[src/spp_pkg.sv]
package spp_pkg;

   // ****************************************************************
   // Register offsets.
   // ****************************************************************
   localparam logic [7:0] ADDR_GDT_BASE  = 8'h00;
   localparam logic [7:0] ADDR_IDT_BASE  = 8'h04;
   localparam logic [7:0] ADDR_LOCAL_SEL = 8'h08;
   localparam logic [7:0] ADDR_TASK_SEL  = 8'h0C;
   localparam logic [7:0] ADDR_CTRL      = 8'h10;
   localparam logic [7:0] ADDR_STATUS    = 8'h14;
   localparam logic [7:0] ADDR_MASK      = 8'h18;
   localparam logic [7:0] ADDR_VECTOR    = 8'h1C;

   // ****************************************************************
   // Control field positions and reset values.
   // ****************************************************************
   localparam int CTRL_LARGE_PAGE_BIT = 0;
   localparam int CTRL_ALIGN_MASK_BIT = 1;
   localparam logic [31:0] CTRL_RESET = 32'h0000_0000;
   localparam logic [31:0] PTR_RESET  = 32'h0000_0000;

   // ****************************************************************
   // Page geometry.
   // ****************************************************************
   localparam int SMALL_PAGE_BITS = 12;
   localparam int LARGE_PAGE_BITS = 22;
   localparam int DIR_LARGE_BIT   = 7;

   // ****************************************************************
   // Exception vectors.
   // ****************************************************************
   localparam logic [7:0] VEC_DIVIDE  = 8'h00;
   localparam logic [7:0] VEC_DEBUG   = 8'h01;
   localparam logic [7:0] VEC_NMI     = 8'h02;
   localparam logic [7:0] VEC_BREAK   = 8'h03;
   localparam logic [7:0] VEC_OVFL    = 8'h04;
   localparam logic [7:0] VEC_BOUNDS  = 8'h05;
   localparam logic [7:0] VEC_OPCODE  = 8'h06;
   localparam logic [7:0] VEC_NODEV   = 8'h07;
   localparam logic [7:0] VEC_DOUBLE  = 8'h08;
   localparam logic [7:0] VEC_BADTASK = 8'h0A;
   localparam logic [7:0] VEC_NOSEG   = 8'h0B;
   localparam logic [7:0] VEC_STACK   = 8'h0C;
   localparam logic [7:0] VEC_GENPROT = 8'h0D;
   localparam logic [7:0] VEC_PAGE    = 8'h0E;
   localparam logic [7:0] VEC_FPU     = 8'h10;
   localparam logic [7:0] VEC_ALIGN   = 8'h11;

   // Cause bits; the lowest index has top priority.
   localparam int CAUSE_NUM = 16;
   localparam int C_DOUBLE  = 0;
   localparam int C_NMI     = 1;
   localparam int C_DIVIDE  = 2;
   localparam int C_DEBUG   = 3;
   localparam int C_BREAK   = 4;
   localparam int C_OVFL    = 5;
   localparam int C_BOUNDS  = 6;
   localparam int C_OPCODE  = 7;
   localparam int C_NODEV   = 8;
   localparam int C_BADTASK = 9;
   localparam int C_NOSEG   = 10;
   localparam int C_STACK   = 11;
   localparam int C_GENPROT = 12;
   localparam int C_PAGE    = 13;
   localparam int C_FPU     = 14;
   localparam int C_ALIGN   = 15;

   // ****************************************************************
   // Descriptor classes.
   // ****************************************************************
   typedef enum logic [3:0] {
      DSC_DATA, DSC_CODE, DSC_TASK16, DSC_LOCAL_TABLE, DSC_CALL16,
      DSC_TASK_GATE, DSC_INT16, DSC_TRAP16, DSC_CALL32, DSC_INT32,
      DSC_TRAP32, DSC_RESERVED
   } spp_class_t;

endpackage

[src/spp_desc_decode.sv]
`timescale 1ns/1ps
`default_nettype none
module spp_desc_decode
   import spp_pkg::*;
(
   input  wire logic [3:0] type_code,
   input  wire logic       app_segment,
   output var spp_class_t  desc_class,
   output logic            accessed,
   output logic            writable,
   output logic            readable,
   output logic            expand_down,
   output logic            conforming,
   output logic            task_busy,
   output logic            wide32
);
   always_comb begin
      accessed    = 1'b0;
      writable    = 1'b0;
      readable    = 1'b0;
      expand_down = 1'b0;
      conforming  = 1'b0;
      task_busy   = 1'b0;
      wide32      = type_code[3];
      desc_class  = DSC_RESERVED;
      if (app_segment) begin
         accessed = type_code[0];
         if (!type_code[3]) begin
            desc_class  = DSC_DATA;
            writable    = type_code[1];
            readable    = 1'b1;
            expand_down = type_code[2];
         end else begin
            desc_class = DSC_CODE;
            readable   = type_code[1];
            conforming = type_code[2];
         end
      end else begin
         case (type_code)
            4'h1, 4'h3, 4'h9, 4'hB: begin
               desc_class = DSC_TASK16;
               task_busy  = type_code[1];
            end
            4'h2: desc_class = DSC_LOCAL_TABLE;
            4'h4: desc_class = DSC_CALL16;
            4'h5: desc_class = DSC_TASK_GATE;
            4'h6: desc_class = DSC_INT16;
            4'h7: desc_class = DSC_TRAP16;
            4'hC: desc_class = DSC_CALL32;
            4'hE: desc_class = DSC_INT32;
            4'hF: desc_class = DSC_TRAP32;
            default: desc_class = DSC_RESERVED;
         endcase
      end
   end
endmodule // spp_desc_decode
`default_nettype wire

[src/spp_vector_sel.sv]
`timescale 1ns/1ps
`default_nettype none
module spp_vector_sel
   import spp_pkg::*;
(
   input  wire logic [CAUSE_NUM-1:0] causes,
   output logic                      any,
   output logic [7:0]                vector
);
   function automatic logic [7:0] cause_vec(input int idx);
      case (idx)
         C_DOUBLE:  cause_vec = VEC_DOUBLE;
         C_NMI:     cause_vec = VEC_NMI;
         C_DIVIDE:  cause_vec = VEC_DIVIDE;
         C_DEBUG:   cause_vec = VEC_DEBUG;
         C_BREAK:   cause_vec = VEC_BREAK;
         C_OVFL:    cause_vec = VEC_OVFL;
         C_BOUNDS:  cause_vec = VEC_BOUNDS;
         C_OPCODE:  cause_vec = VEC_OPCODE;
         C_NODEV:   cause_vec = VEC_NODEV;
         C_BADTASK: cause_vec = VEC_BADTASK;
         C_NOSEG:   cause_vec = VEC_NOSEG;
         C_STACK:   cause_vec = VEC_STACK;
         C_GENPROT: cause_vec = VEC_GENPROT;
         C_PAGE:    cause_vec = VEC_PAGE;
         C_FPU:     cause_vec = VEC_FPU;
         C_ALIGN:   cause_vec = VEC_ALIGN;
         default:   cause_vec = VEC_GENPROT;
      endcase
   endfunction

   // Scanning downward lets the lowest index win.
   always_comb begin
      any    = |causes;
      vector = 8'h00;
      for (int i = CAUSE_NUM - 1; i >= 0; i--) begin
         if (causes[i]) begin
            vector = cause_vec(i);
         end
      end
   end
endmodule // spp_vector_sel
`default_nettype wire

[src/spp_protect.sv]
`timescale 1ns/1ps
`default_nettype none
// What this block does
// - Holds global and interrupt table bases, local table and task pointers.
// - Physical addresses produced are 32 bits wide, four gigabytes.
// - Small and large pages coexist in one directory.
// - Large page enable plus directory flag selects large page, else small.
// - Application types 0 to 7 decode as data with accessed, write, down.
// - Application types 8 to F decode as code with accessed, read, conform.
// - System types decode task blocks and local table; 0,8,A,D reserved.
// - Gate types decode call, task, interrupt and trap gates.
// - Divide by zero raises vector 0.
// - Sampled nonmaskable interrupt raises vector 2.
// - Fault during fault handling raises vector 8.
// - Task switch to invalid task block raises vector 10.
// - Loading a not-present segment raises vector 11.
// - Stack limit or not-present stack segment raises vector 12.
// - General protection 13; others use vectors 1,3,4,5,6,7,16.
// - Page protection fault or missing page raises vector 14.
// - Unaligned reference raises 17 only with flag and mask bit set.
module spp_protect
   import spp_pkg::*;
(
   input  wire logic        clk,
   input  wire logic        nrst,
   input  wire logic [7:0]  reg_addr,
   input  wire logic [31:0] reg_wdata,
   input  wire logic        reg_wr,
   input  wire logic        reg_rd,
   output logic [31:0]      reg_rdata,
   output logic             irq,
   input  wire logic [31:0] lin_addr,
   input  wire logic [31:0] directory_entry,
   input  wire logic [31:0] table_entry,
   input  wire logic        xlate_req,
   output logic             xlate_valid,
   output logic             xlate_large,
   output logic [31:0]      phys_addr,
   input  wire logic [3:0]  desc_type,
   input  wire logic        desc_app,
   output var spp_class_t   desc_class_q,
   output logic [5:0]       desc_flags_q,
   output logic             desc_wide_q,
   input  wire logic        nonmaskable_irq_line,
   input  wire logic        divide_zero,
   input  wire logic        debug_event,
   input  wire logic        breakpoint_instr,
   input  wire logic        overflow_trap_instr,
   input  wire logic        bounds_fail,
   input  wire logic        invalid_opcode,
   input  wire logic        device_absent,
   input  wire logic        fault_in_handler,
   input  wire logic        bad_task_switch,
   input  wire logic        segment_absent,
   input  wire logic        stack_fault,
   input  wire logic        general_fault,
   input  wire logic        page_fault,
   input  wire logic        float_error,
   input  wire logic        unaligned_ref,
   input  wire logic        alignment_check_flag,
   input  wire logic        soft_int,
   input  wire logic [7:0]  soft_vector,
   output logic             vec_valid,
   output logic [7:0]       vec_num
);

   // ****************************************************************
   // Descriptor table and task pointers.
   // ****************************************************************
   logic [31:0] gdt_base_q;
   logic [31:0] idt_base_q;
   logic [31:0] local_ptr_q;
   logic [31:0] task_ptr_q;
   logic [31:0] control_reg_q;

   always_ff @(posedge clk or negedge nrst) begin
      if (!nrst) begin
         gdt_base_q <= PTR_RESET;
         idt_base_q <= PTR_RESET;
         local_ptr_q <= PTR_RESET;
         task_ptr_q <= PTR_RESET;
      end else if (reg_wr) begin
         case (reg_addr)
            ADDR_GDT_BASE: gdt_base_q <= reg_wdata;
            ADDR_IDT_BASE: idt_base_q <= reg_wdata;
            ADDR_LOCAL_SEL: local_ptr_q <= reg_wdata;
            ADDR_TASK_SEL: task_ptr_q <= reg_wdata;
            default: ;
         endcase
      end
   end

   // Bit 0 acts as control_reg_four's large_page_enable, bit 1 as
   // control_reg_zero's alignment_mask_bit.
   always_ff @(posedge clk or negedge nrst) begin
      if (!nrst) begin
         control_reg_q <= CTRL_RESET;
      end else if (reg_wr && reg_addr == ADDR_CTRL) begin
         control_reg_q <= reg_wdata;
      end
   end

   logic large_page_enable;
   logic alignment_mask_bit;
   assign large_page_enable  = control_reg_q[CTRL_LARGE_PAGE_BIT];
   assign alignment_mask_bit = control_reg_q[CTRL_ALIGN_MASK_BIT];

   // ****************************************************************
   // Page translation.
   // ****************************************************************
   logic directory_large_page_flag;
   logic use_large;
   assign directory_large_page_flag = directory_entry[DIR_LARGE_BIT];
   // Both page sizes may come from the same directory per entry.
   assign use_large = large_page_enable
                      && directory_large_page_flag;

   always_ff @(posedge clk or negedge nrst) begin
      if (!nrst) begin
         xlate_valid <= 1'b0;
         xlate_large <= 1'b0;
         phys_addr   <= 32'h0000_0000;
      end else begin
         xlate_valid <= xlate_req;
         if (xlate_req) begin
            xlate_large <= use_large;
            if (use_large) begin
               phys_addr <= {directory_entry[31:LARGE_PAGE_BITS],
                             lin_addr[LARGE_PAGE_BITS-1:0]};
            end else begin
               phys_addr <= {table_entry[31:SMALL_PAGE_BITS],
                             lin_addr[SMALL_PAGE_BITS-1:0]};
            end
         end
      end
   end

   // ****************************************************************
   // Descriptor type decode.
   // ****************************************************************
   spp_class_t desc_class_c;
   logic [5:0] desc_flags_c;
   logic       desc_wide_c;

   spp_desc_decode u_desc (
      .type_code   (desc_type),
      .app_segment (desc_app),
      .desc_class  (desc_class_c),
      .accessed    (desc_flags_c[0]),
      .writable    (desc_flags_c[1]),
      .readable    (desc_flags_c[2]),
      .expand_down (desc_flags_c[3]),
      .conforming  (desc_flags_c[4]),
      .task_busy   (desc_flags_c[5]),
      .wide32      (desc_wide_c)
   );

   always_ff @(posedge clk or negedge nrst) begin
      if (!nrst) begin
         desc_class_q <= DSC_RESERVED;
         desc_flags_q <= 6'h00;
         desc_wide_q  <= 1'b0;
      end else begin
         desc_class_q <= desc_class_c;
         desc_flags_q <= desc_flags_c;
         desc_wide_q  <= desc_wide_c;
      end
   end

   // ****************************************************************
   // Exception causes.
   // ****************************************************************
   // The nonmaskable line is a pin, so it is synchronised first.
   logic nmi_meta_q;
   logic nmi_sync_q;
   always_ff @(posedge clk or negedge nrst) begin
      if (!nrst) begin
         nmi_meta_q <= 1'b0;
         nmi_sync_q <= 1'b0;
      end else begin
         nmi_meta_q <= nonmaskable_irq_line;
         nmi_sync_q <= nmi_meta_q;
      end
   end

   logic [CAUSE_NUM-1:0] causes;
   always_comb begin
      causes            = '0;
      causes[C_DOUBLE]  = fault_in_handler;
      causes[C_NMI]     = nmi_sync_q;
      causes[C_DIVIDE]  = divide_zero;
      causes[C_DEBUG]   = debug_event;
      causes[C_BREAK]   = breakpoint_instr;
      causes[C_OVFL]    = overflow_trap_instr;
      causes[C_BOUNDS]  = bounds_fail;
      causes[C_OPCODE]  = invalid_opcode;
      causes[C_NODEV]   = device_absent;
      causes[C_BADTASK] = bad_task_switch;
      causes[C_NOSEG]   = segment_absent;
      causes[C_STACK]   = stack_fault;
      causes[C_GENPROT] = general_fault;
      causes[C_PAGE]    = page_fault;
      causes[C_FPU]     = float_error;
      // Unaligned data is legal unless both enables are on.
      causes[C_ALIGN]   = unaligned_ref && alignment_check_flag
                          && alignment_mask_bit;
   end

   logic       hw_any;
   logic [7:0] hw_vec;

   spp_vector_sel u_vec (
      .causes (causes),
      .any    (hw_any),
      .vector (hw_vec)
   );

   always_ff @(posedge clk or negedge nrst) begin
      if (!nrst) begin
         vec_valid <= 1'b0;
         vec_num   <= 8'h00;
      end else begin
         vec_valid <= hw_any || soft_int;
         if (hw_any) begin
            vec_num <= hw_vec;
         end else if (soft_int) begin
            vec_num <= soft_vector;
         end
      end
   end

   // ****************************************************************
   // Interrupt status and mask.
   // ****************************************************************
   logic [CAUSE_NUM-1:0] status_q;
   logic [CAUSE_NUM-1:0] mask_q;
   logic                 status_rd;
   assign status_rd = reg_rd && reg_addr == ADDR_STATUS;

   // A cause arriving in the clearing read's cycle stays set.
   always_ff @(posedge clk or negedge nrst) begin
      if (!nrst) begin
         status_q <= '0;
      end else begin
         status_q <= (status_rd ? '0 : status_q) | causes;
      end
   end

   always_ff @(posedge clk or negedge nrst) begin
      if (!nrst) begin
         mask_q <= '0;
      end else if (reg_wr && reg_addr == ADDR_MASK) begin
         mask_q <= reg_wdata[CAUSE_NUM-1:0];
      end
   end

   always_ff @(posedge clk or negedge nrst) begin
      if (!nrst) begin
         irq <= 1'b0;
      end else begin
         irq <= |(((status_rd ? '0 : status_q) | causes) & mask_q);
      end
   end

   // ****************************************************************
   // Register read port.
   // ****************************************************************
   always_ff @(posedge clk or negedge nrst) begin
      if (!nrst) begin
         reg_rdata <= 32'h0000_0000;
      end else if (reg_rd) begin
         case (reg_addr)
            ADDR_GDT_BASE: reg_rdata <= gdt_base_q;
            ADDR_IDT_BASE: reg_rdata <= idt_base_q;
            ADDR_LOCAL_SEL: reg_rdata <= local_ptr_q;
            ADDR_TASK_SEL: reg_rdata <= task_ptr_q;
            ADDR_CTRL:     reg_rdata <= control_reg_q;
            ADDR_STATUS:   reg_rdata <= {16'h0000, status_q};
            ADDR_MASK:     reg_rdata <= {16'h0000, mask_q};
            ADDR_VECTOR:   reg_rdata <= {24'h00_0000, vec_num};
            default:       reg_rdata <= 32'h0000_0000;
         endcase
      end else begin
         reg_rdata <= 32'h0000_0000;
      end
   end

endmodule // spp_protect
`default_nettype wire

[config.mk]
export PLATFORM = sky130hd
export DESIGN_NAME = spp_protect
export DESIGN_NICKNAME = d
export VERILOG_FILES = /design/src/spp_pkg.sv /design/src/spp_desc_decode.sv /design/src/spp_vector_sel.sv /design/src/spp_protect.sv
export SDC_FILE = /design/constraint.sdc
export NUM_CORES = 1
export LEC_CHECK = 0
export BUFFER_PORTS_ARGS = -buffer_cell sky130_fd_sc_hd__buf_4
export CAP_MARGIN = 20
export CELL_PAD_IN_SITES_DETAIL_PLACEMENT = 1
export CELL_PAD_IN_SITES_GLOBAL_PLACEMENT = 1
export CORE_MARGIN = 2
export CORE_UTILIZATION = 39
export DETAILED_ROUTE_END_ITERATION = 12
export PLACE_DENSITY = 0.81
export SYNTH_ARGS = -nofsm -noshare
export SYNTH_HDL_FRONTEND = slang
export SYNTH_HIERARCHICAL = 1
export SYNTH_SLANG_ARGS = --single-unit
[constraint.sdc]
create_clock -name clk -period 2 [get_ports clk]
set_input_delay 0.2 -clock clk [delete_from_list [all_inputs] [get_ports clk]]
set_output_delay 0.2 -clock clk [all_outputs]
set_load 0.05 [all_outputs]
After elaboration in Yosys (flattened, before gate mapping)
Index checks and enable logic that the tools add are counted.

ROM bits: 0. Output and inout bits: 87. RAM bits: 0. Register bits after elaboration: 281. Word-level logic and storage cells: 92. Bits in latches: 0. Input bits: 172. Memories kept: 0.

Shift operators: 0. $mul: 0. Bitwise gates (word level): 2. Equal/unequal tests: 19. Reductions and logical operators: 16. Magnitude comparators: 0. Multiplexer cells: 36. Div/mod/pow operators: 0. Add/sub/neg operators: 0.

Operators by type and width (count): 32-bit one-hot mux with 8 select lines (1); 5-bit 2-to-1 mux (16); 32-bit 2-to-1 mux (2); 4-bit one-hot mux with 9 select lines (1); 8-bit by 5-bit == test with 1-bit output (second input constant) (4); 16-bit OR reduction (2); 4-bit == test (second input constant) (5); 16-bit bitwise AND (1); 4-bit by 3-bit == test with 1-bit output (second input constant) (4); 8-bit by 4-bit == test with 1-bit output (second input constant) (2); 16-bit 2-to-1 mux (1); 8-bit 2-to-1 mux (2); 16-bit OR (1); 1-bit 2-to-1 mux (12); 4-bit by 2-bit == test with 1-bit output (second input constant) (2); 8-bit by 3-bit == test with 1-bit output (second input constant) (1); 8-bit zero test (1); 2-bit AND reduction (4); 1-bit logical AND (6); 4-bit by 1-bit == test with 1-bit output (second input constant) (1); 4-bit 2-to-1 mux (1); 4-bit OR reduction (1); 2-bit nonzero test (1); 1-bit logical OR (1).

Logic depth before layout (Yosys ltp)
Word-level depth: 19. Gate-level depth with buffers: 7. Depth with buffers taken out: 7.

Modules after synthesis
Netlist, hierarchy kept.

Modules (own cells, without submodules): spp_protect (instances 1, sequential area each 7035.5 sq um, cells an instance 811, area an instance 11309.6 sq um); spp_vector_sel (instances 1, sequential area each 0.0 sq um, cells an instance 33, area an instance 192.7 sq um); spp_desc_decode (instances 1, sequential area each 0.0 sq um, cells an instance 23, area an instance 160.2 sq um).

Worst setup path before layout
OpenSTA, ideal clock, no wires.

Path kind: input port to flip-flop. From: input port reg_addr[1]. To: register irq. Stages: 5. Required time: 1.861 ns. Slack: -0.122 ns. Arrival time: 1.983 ns. Buffers on the path: 0. Library setup time: 0.139 ns. Cells stage by stage: nor4b_4 a41oi_1 or4_1 a2111o_1 or4_1.

Cells in the longest elaborated chain, start to end: 6.

RTL lines: start, declared (RTL line spp_protect.sv:26) `input wire logic [7:0] reg_addr,`; 8-bit by 5-bit == test with 1-bit output (RTL line spp_protect.sv:238) `assign status_rd = reg_rd && reg_addr == ADDR_STATUS;`; 1-bit logical AND (RTL line spp_protect.sv:238); 16-bit 2-to-1 mux (RTL line spp_protect.sv:261) `irq <= |(((status_rd ? '0 : status_q) | causes) & mask_q);`; 16-bit OR (RTL line spp_protect.sv:261); 16-bit bitwise AND (RTL line spp_protect.sv:261); 16-bit OR reduction (RTL line spp_protect.sv:261); end signal, assigned (RTL line spp_protect.sv:261); end, declared (RTL line spp_protect.sv:31) `output logic irq,`.

No other way between the ends. A chain may end at the register's enable or synchronous reset.

Worst setup path in the final report
From: register status_q[13]. To: register irq.

Cells in the longest elaborated chain, start to end: 4.

RTL lines: start, declared (RTL line spp_protect.sv:235) `logic [CAUSE_NUM-1:0] status_q;`; start signal, assigned (RTL line spp_protect.sv:245) `status_q <= (status_rd ? '0 : status_q) | causes;`; 16-bit 2-to-1 mux (RTL line spp_protect.sv:261); 16-bit OR (RTL line spp_protect.sv:261); 16-bit bitwise AND (RTL line spp_protect.sv:261); 16-bit OR reduction (RTL line spp_protect.sv:261).

No other way between the ends.

==> results_dict.tcl <==
set metrics [dict create \
    top_usage_layer "met2" \
    synth_edf_count 0 \
    hold_violations 0 \
    htreeDepth 1 \
    finalCriticalPeriod_ps 1999 \
    met3_usage_pct 4.403 \
    ios 259 \
    timing.final.crit_share_pct 99.93 \
    grt_pass1_vias 10350 \
    drv_cap 0 \
    grtUsageTotal_pct 24.60 \
    skew_ps 15.03 \
    drv_slew 0 \
    clock_latency_ps 560 \
    gp_congestion 0.8263 \
    vias 9146 \
    drc 0 \
    yosysTopAreaCellShare_pct 59.65 \
    powerDensity_mw_per_mm2 819.7 \
    io_buffers 215 \
    cts_buffer_depth 3 \
    grt.overflow.total 0 \
    dieArea_sq_mm 0.03130 \
    ir_worst_vdd_mv 0.5349 \
    area_growth_pct 40.54 \
    routedWlPerCell_um 23.33 \
    finalSetupViolCount 0 \
    fill_cells 2950 \
    crit_arrival_ps 2420 \
    cts_root_buf "clkbuf_16" \
    setup.worst_path.end_class "flop" \
    outcome "finished clean" \
    crit_required_ps 2420 \
    min_path_type "input pin to flop" \
    place_inst 1479 \
    path_class "flop to flop" \
    synth_most_common_cell "dfrtp_1" \
    synth_compound_area_share_pct 12.01 \
    syn_area_sq_mm 0.01166 \
    yosysWarnings 6 \
    final_nets 1410 \
    wl_um 38610 \
    dpl_cell_area_sq_mm 0.01418 \
    final_cells 1655 \
    via_per_inst 5.526 \
    synth-simple-area-share_pct 4.527 \
    synthTopCellsByArea "dfrtp_1, mux2_2, a22oi_1, mux2i_1, a222oi_1" \
    multi_input_area_sq_mm 0.004409 \
    synth_fa_ha_area_share_pct 0 \
    power_mw 13.43 \
    numCtsBuffers 31 \
    startpoint_type "flop" \
    drt-pass1-iter-count 6 \
    drive_gt1_share_pct 42.89 \
    leakage_nw 7.893 \
    ys_ff_latch 281 \
    synth_xor_area_share_pct 0 \
    grt_pass1_wl_um 59600 \
    drtIter0Drc 686 \
    synth_mux_area_share_pct 20.73 \
    grt_max_degree 60 \
    start_util_pct 39.45 \
    antenna_found_initial 4 \
    worstMarginPinSlew_ps 575.0 \
    synth_common_cells "dfrtp_1, mux2_2, a22oi_1" \
    synth_top_area_cell "dfrtp_1" \
    grt_setup_unrepaired "yes" \
    yosys.cell_types.count 48 \
    dieHeight_um 176.9 \
    rows 63 \
    synth_top_family_by_area "multiplexers" \
    clk_pin_slew_ps 60 \
    grtUsageMet2_pct 43.65 \
    dp_hpwl_um 22960 \
    syn_avg_cell_area_sq_um 13.45 \
    netlist_instances 867 \
    max_freq_mhz 500.4 \
    async_flop_share_pct 100.0 \
    grtUsageMet1_pct 30.63 \
    final_cell_area_sq_mm 0.01639 \
    ys_seq_area_share_pct 60.33 \
    slew-limit-headroom_pct 61.67 \
    critPathMaxFanout 3 \
    ant_nets 0 \
    hold_ws_ps 71.87 \
    die_w_um 176.9 \
    regArea_sq_mm 0.007036 \
    cts_sinks 281 \
    coreArea_sq_mm 0.02956 \
    synth-main-ff-cell "dfrtp_1" \
    cts_tree "yes" \
]
==> cell type report <==
class / instances / area share (%)
Tap cell: 390 / 2.977
Inverter: 10 / 0.2290
Antenna cell: 6 / 0.09160
Multi-Input combinational cell: 521 / 26.90
Clock buffer: 41 / 5.145
Sequential cell: 281 / 42.92
Clock inverter: 13 / 1.031
Timing Repair Buffer: 393 / 20.70
==> metal layers <==
layer	vias up	part of all wire [%]
met1	4751	40
met5	-	0
li1	3981	-
met3	65	5.9
met2	349	51
met4	0	2.5
==> kinds of logic after synthesis <==
logic type,count (synthesis)
other cells,1
compound gates,195
buf+inv,67
flops,281
simple gates,105
mux,218
==> cells in the final DEF (no fill, tap or decap), types with 24 or more instances in the layout <==
master and instances:
a22oi_1 64, buf_4 266, a222oi_1 24, clkbuf_16 31, mux2_2 188, a21oi_1 39, nor2_1 33, dlygate4sd3_1 114
mux2i_1 30, nand2_1 27, dfrtp_1 278
==> sequential cells by signal (all words and copies together), names as in the netlist <==
signal	count
idt_base_q	32
vec_valid	1
status_q	16
xlate_valid	1
nmi_sync_q	1
task_ptr_q	32
desc_class_q	4
reg_rdata	32
gdt_base_q	32
desc_flags_q	6
mask_q	16
desc_wide_q	1
vec_num	8
xlate_large	1
irq	1
local_ptr_q	32
phys_addr	32
nmi_meta_q	1
control_reg_q	32
==> where the power goes <==
part	switching (mW)	internal (mW)	leakage, nW	total, mW
sequential	0.175	5.96	3.69	6.13
combinational	0.863	0.698	3.70	1.56
clock	2.29	3.45	0.504	5.74
==> stage by stage <==
| step | worst slack, ps | TNS (ps) | utilization [%] |
|---|---|---|---|
| finish | 1.469 | 0 | 55.45 |
| global route | -44.04 | -44.04 | 55.45 |
| CTS | 19.66 | 0 | 55.25 |
| detailed placement | -358.1 | -2850 | 47.96 |
| global placement | -331.9 | -2234 | 47.96 |
| floorplan | -5.386 | -5.386 | - |
==> timing repair <==
item | in CTS | in global routing
buffers inserted | 0 | 2
gates resized for setup | 1 | 11
hold buffers | 114 | 0
endpoints found under the setup margin | 1 | 11
endpoints found under the hold margin | 301 | 0
gates cloned | 0 | 0
pin swaps | 0 | 3
==> worst paths after layout <==
kind / startpoint / endpoint / slack (ps) / cells past startpoint
worst max-delay path: status_q[13]$_DFF_PN0_ / irq$_DFF_PN0_ / 1 / 5
worst min-delay path: xlate_req / xlate_valid$_DFF_PN0_ / 70 / 1
worst max register to register: status_q[13]$_DFF_PN0_ / irq$_DFF_PN0_ / 1 / 5
worst min register to register: nmi_meta_q$_DFF_PN0_ / nmi_sync_q$_DFF_PN0_ / 370 / 0
max in group asynchronous: nrst / control_reg_q[20]$_DFFE_PN0P_ / 1100 / 3
min in group asynchronous: nrst / phys_addr[6]$_DFFE_PN0P_ / 170 / 2
==> worst max-delay path, stage by stage (launching register included) <==
cell,delay (ps)
dfrtp_1,410
o21ai_2,150
a41oi_1,60
or4_1,540
a2111o_1,300
or4_1,400
(Power assumes the default switching activity.)
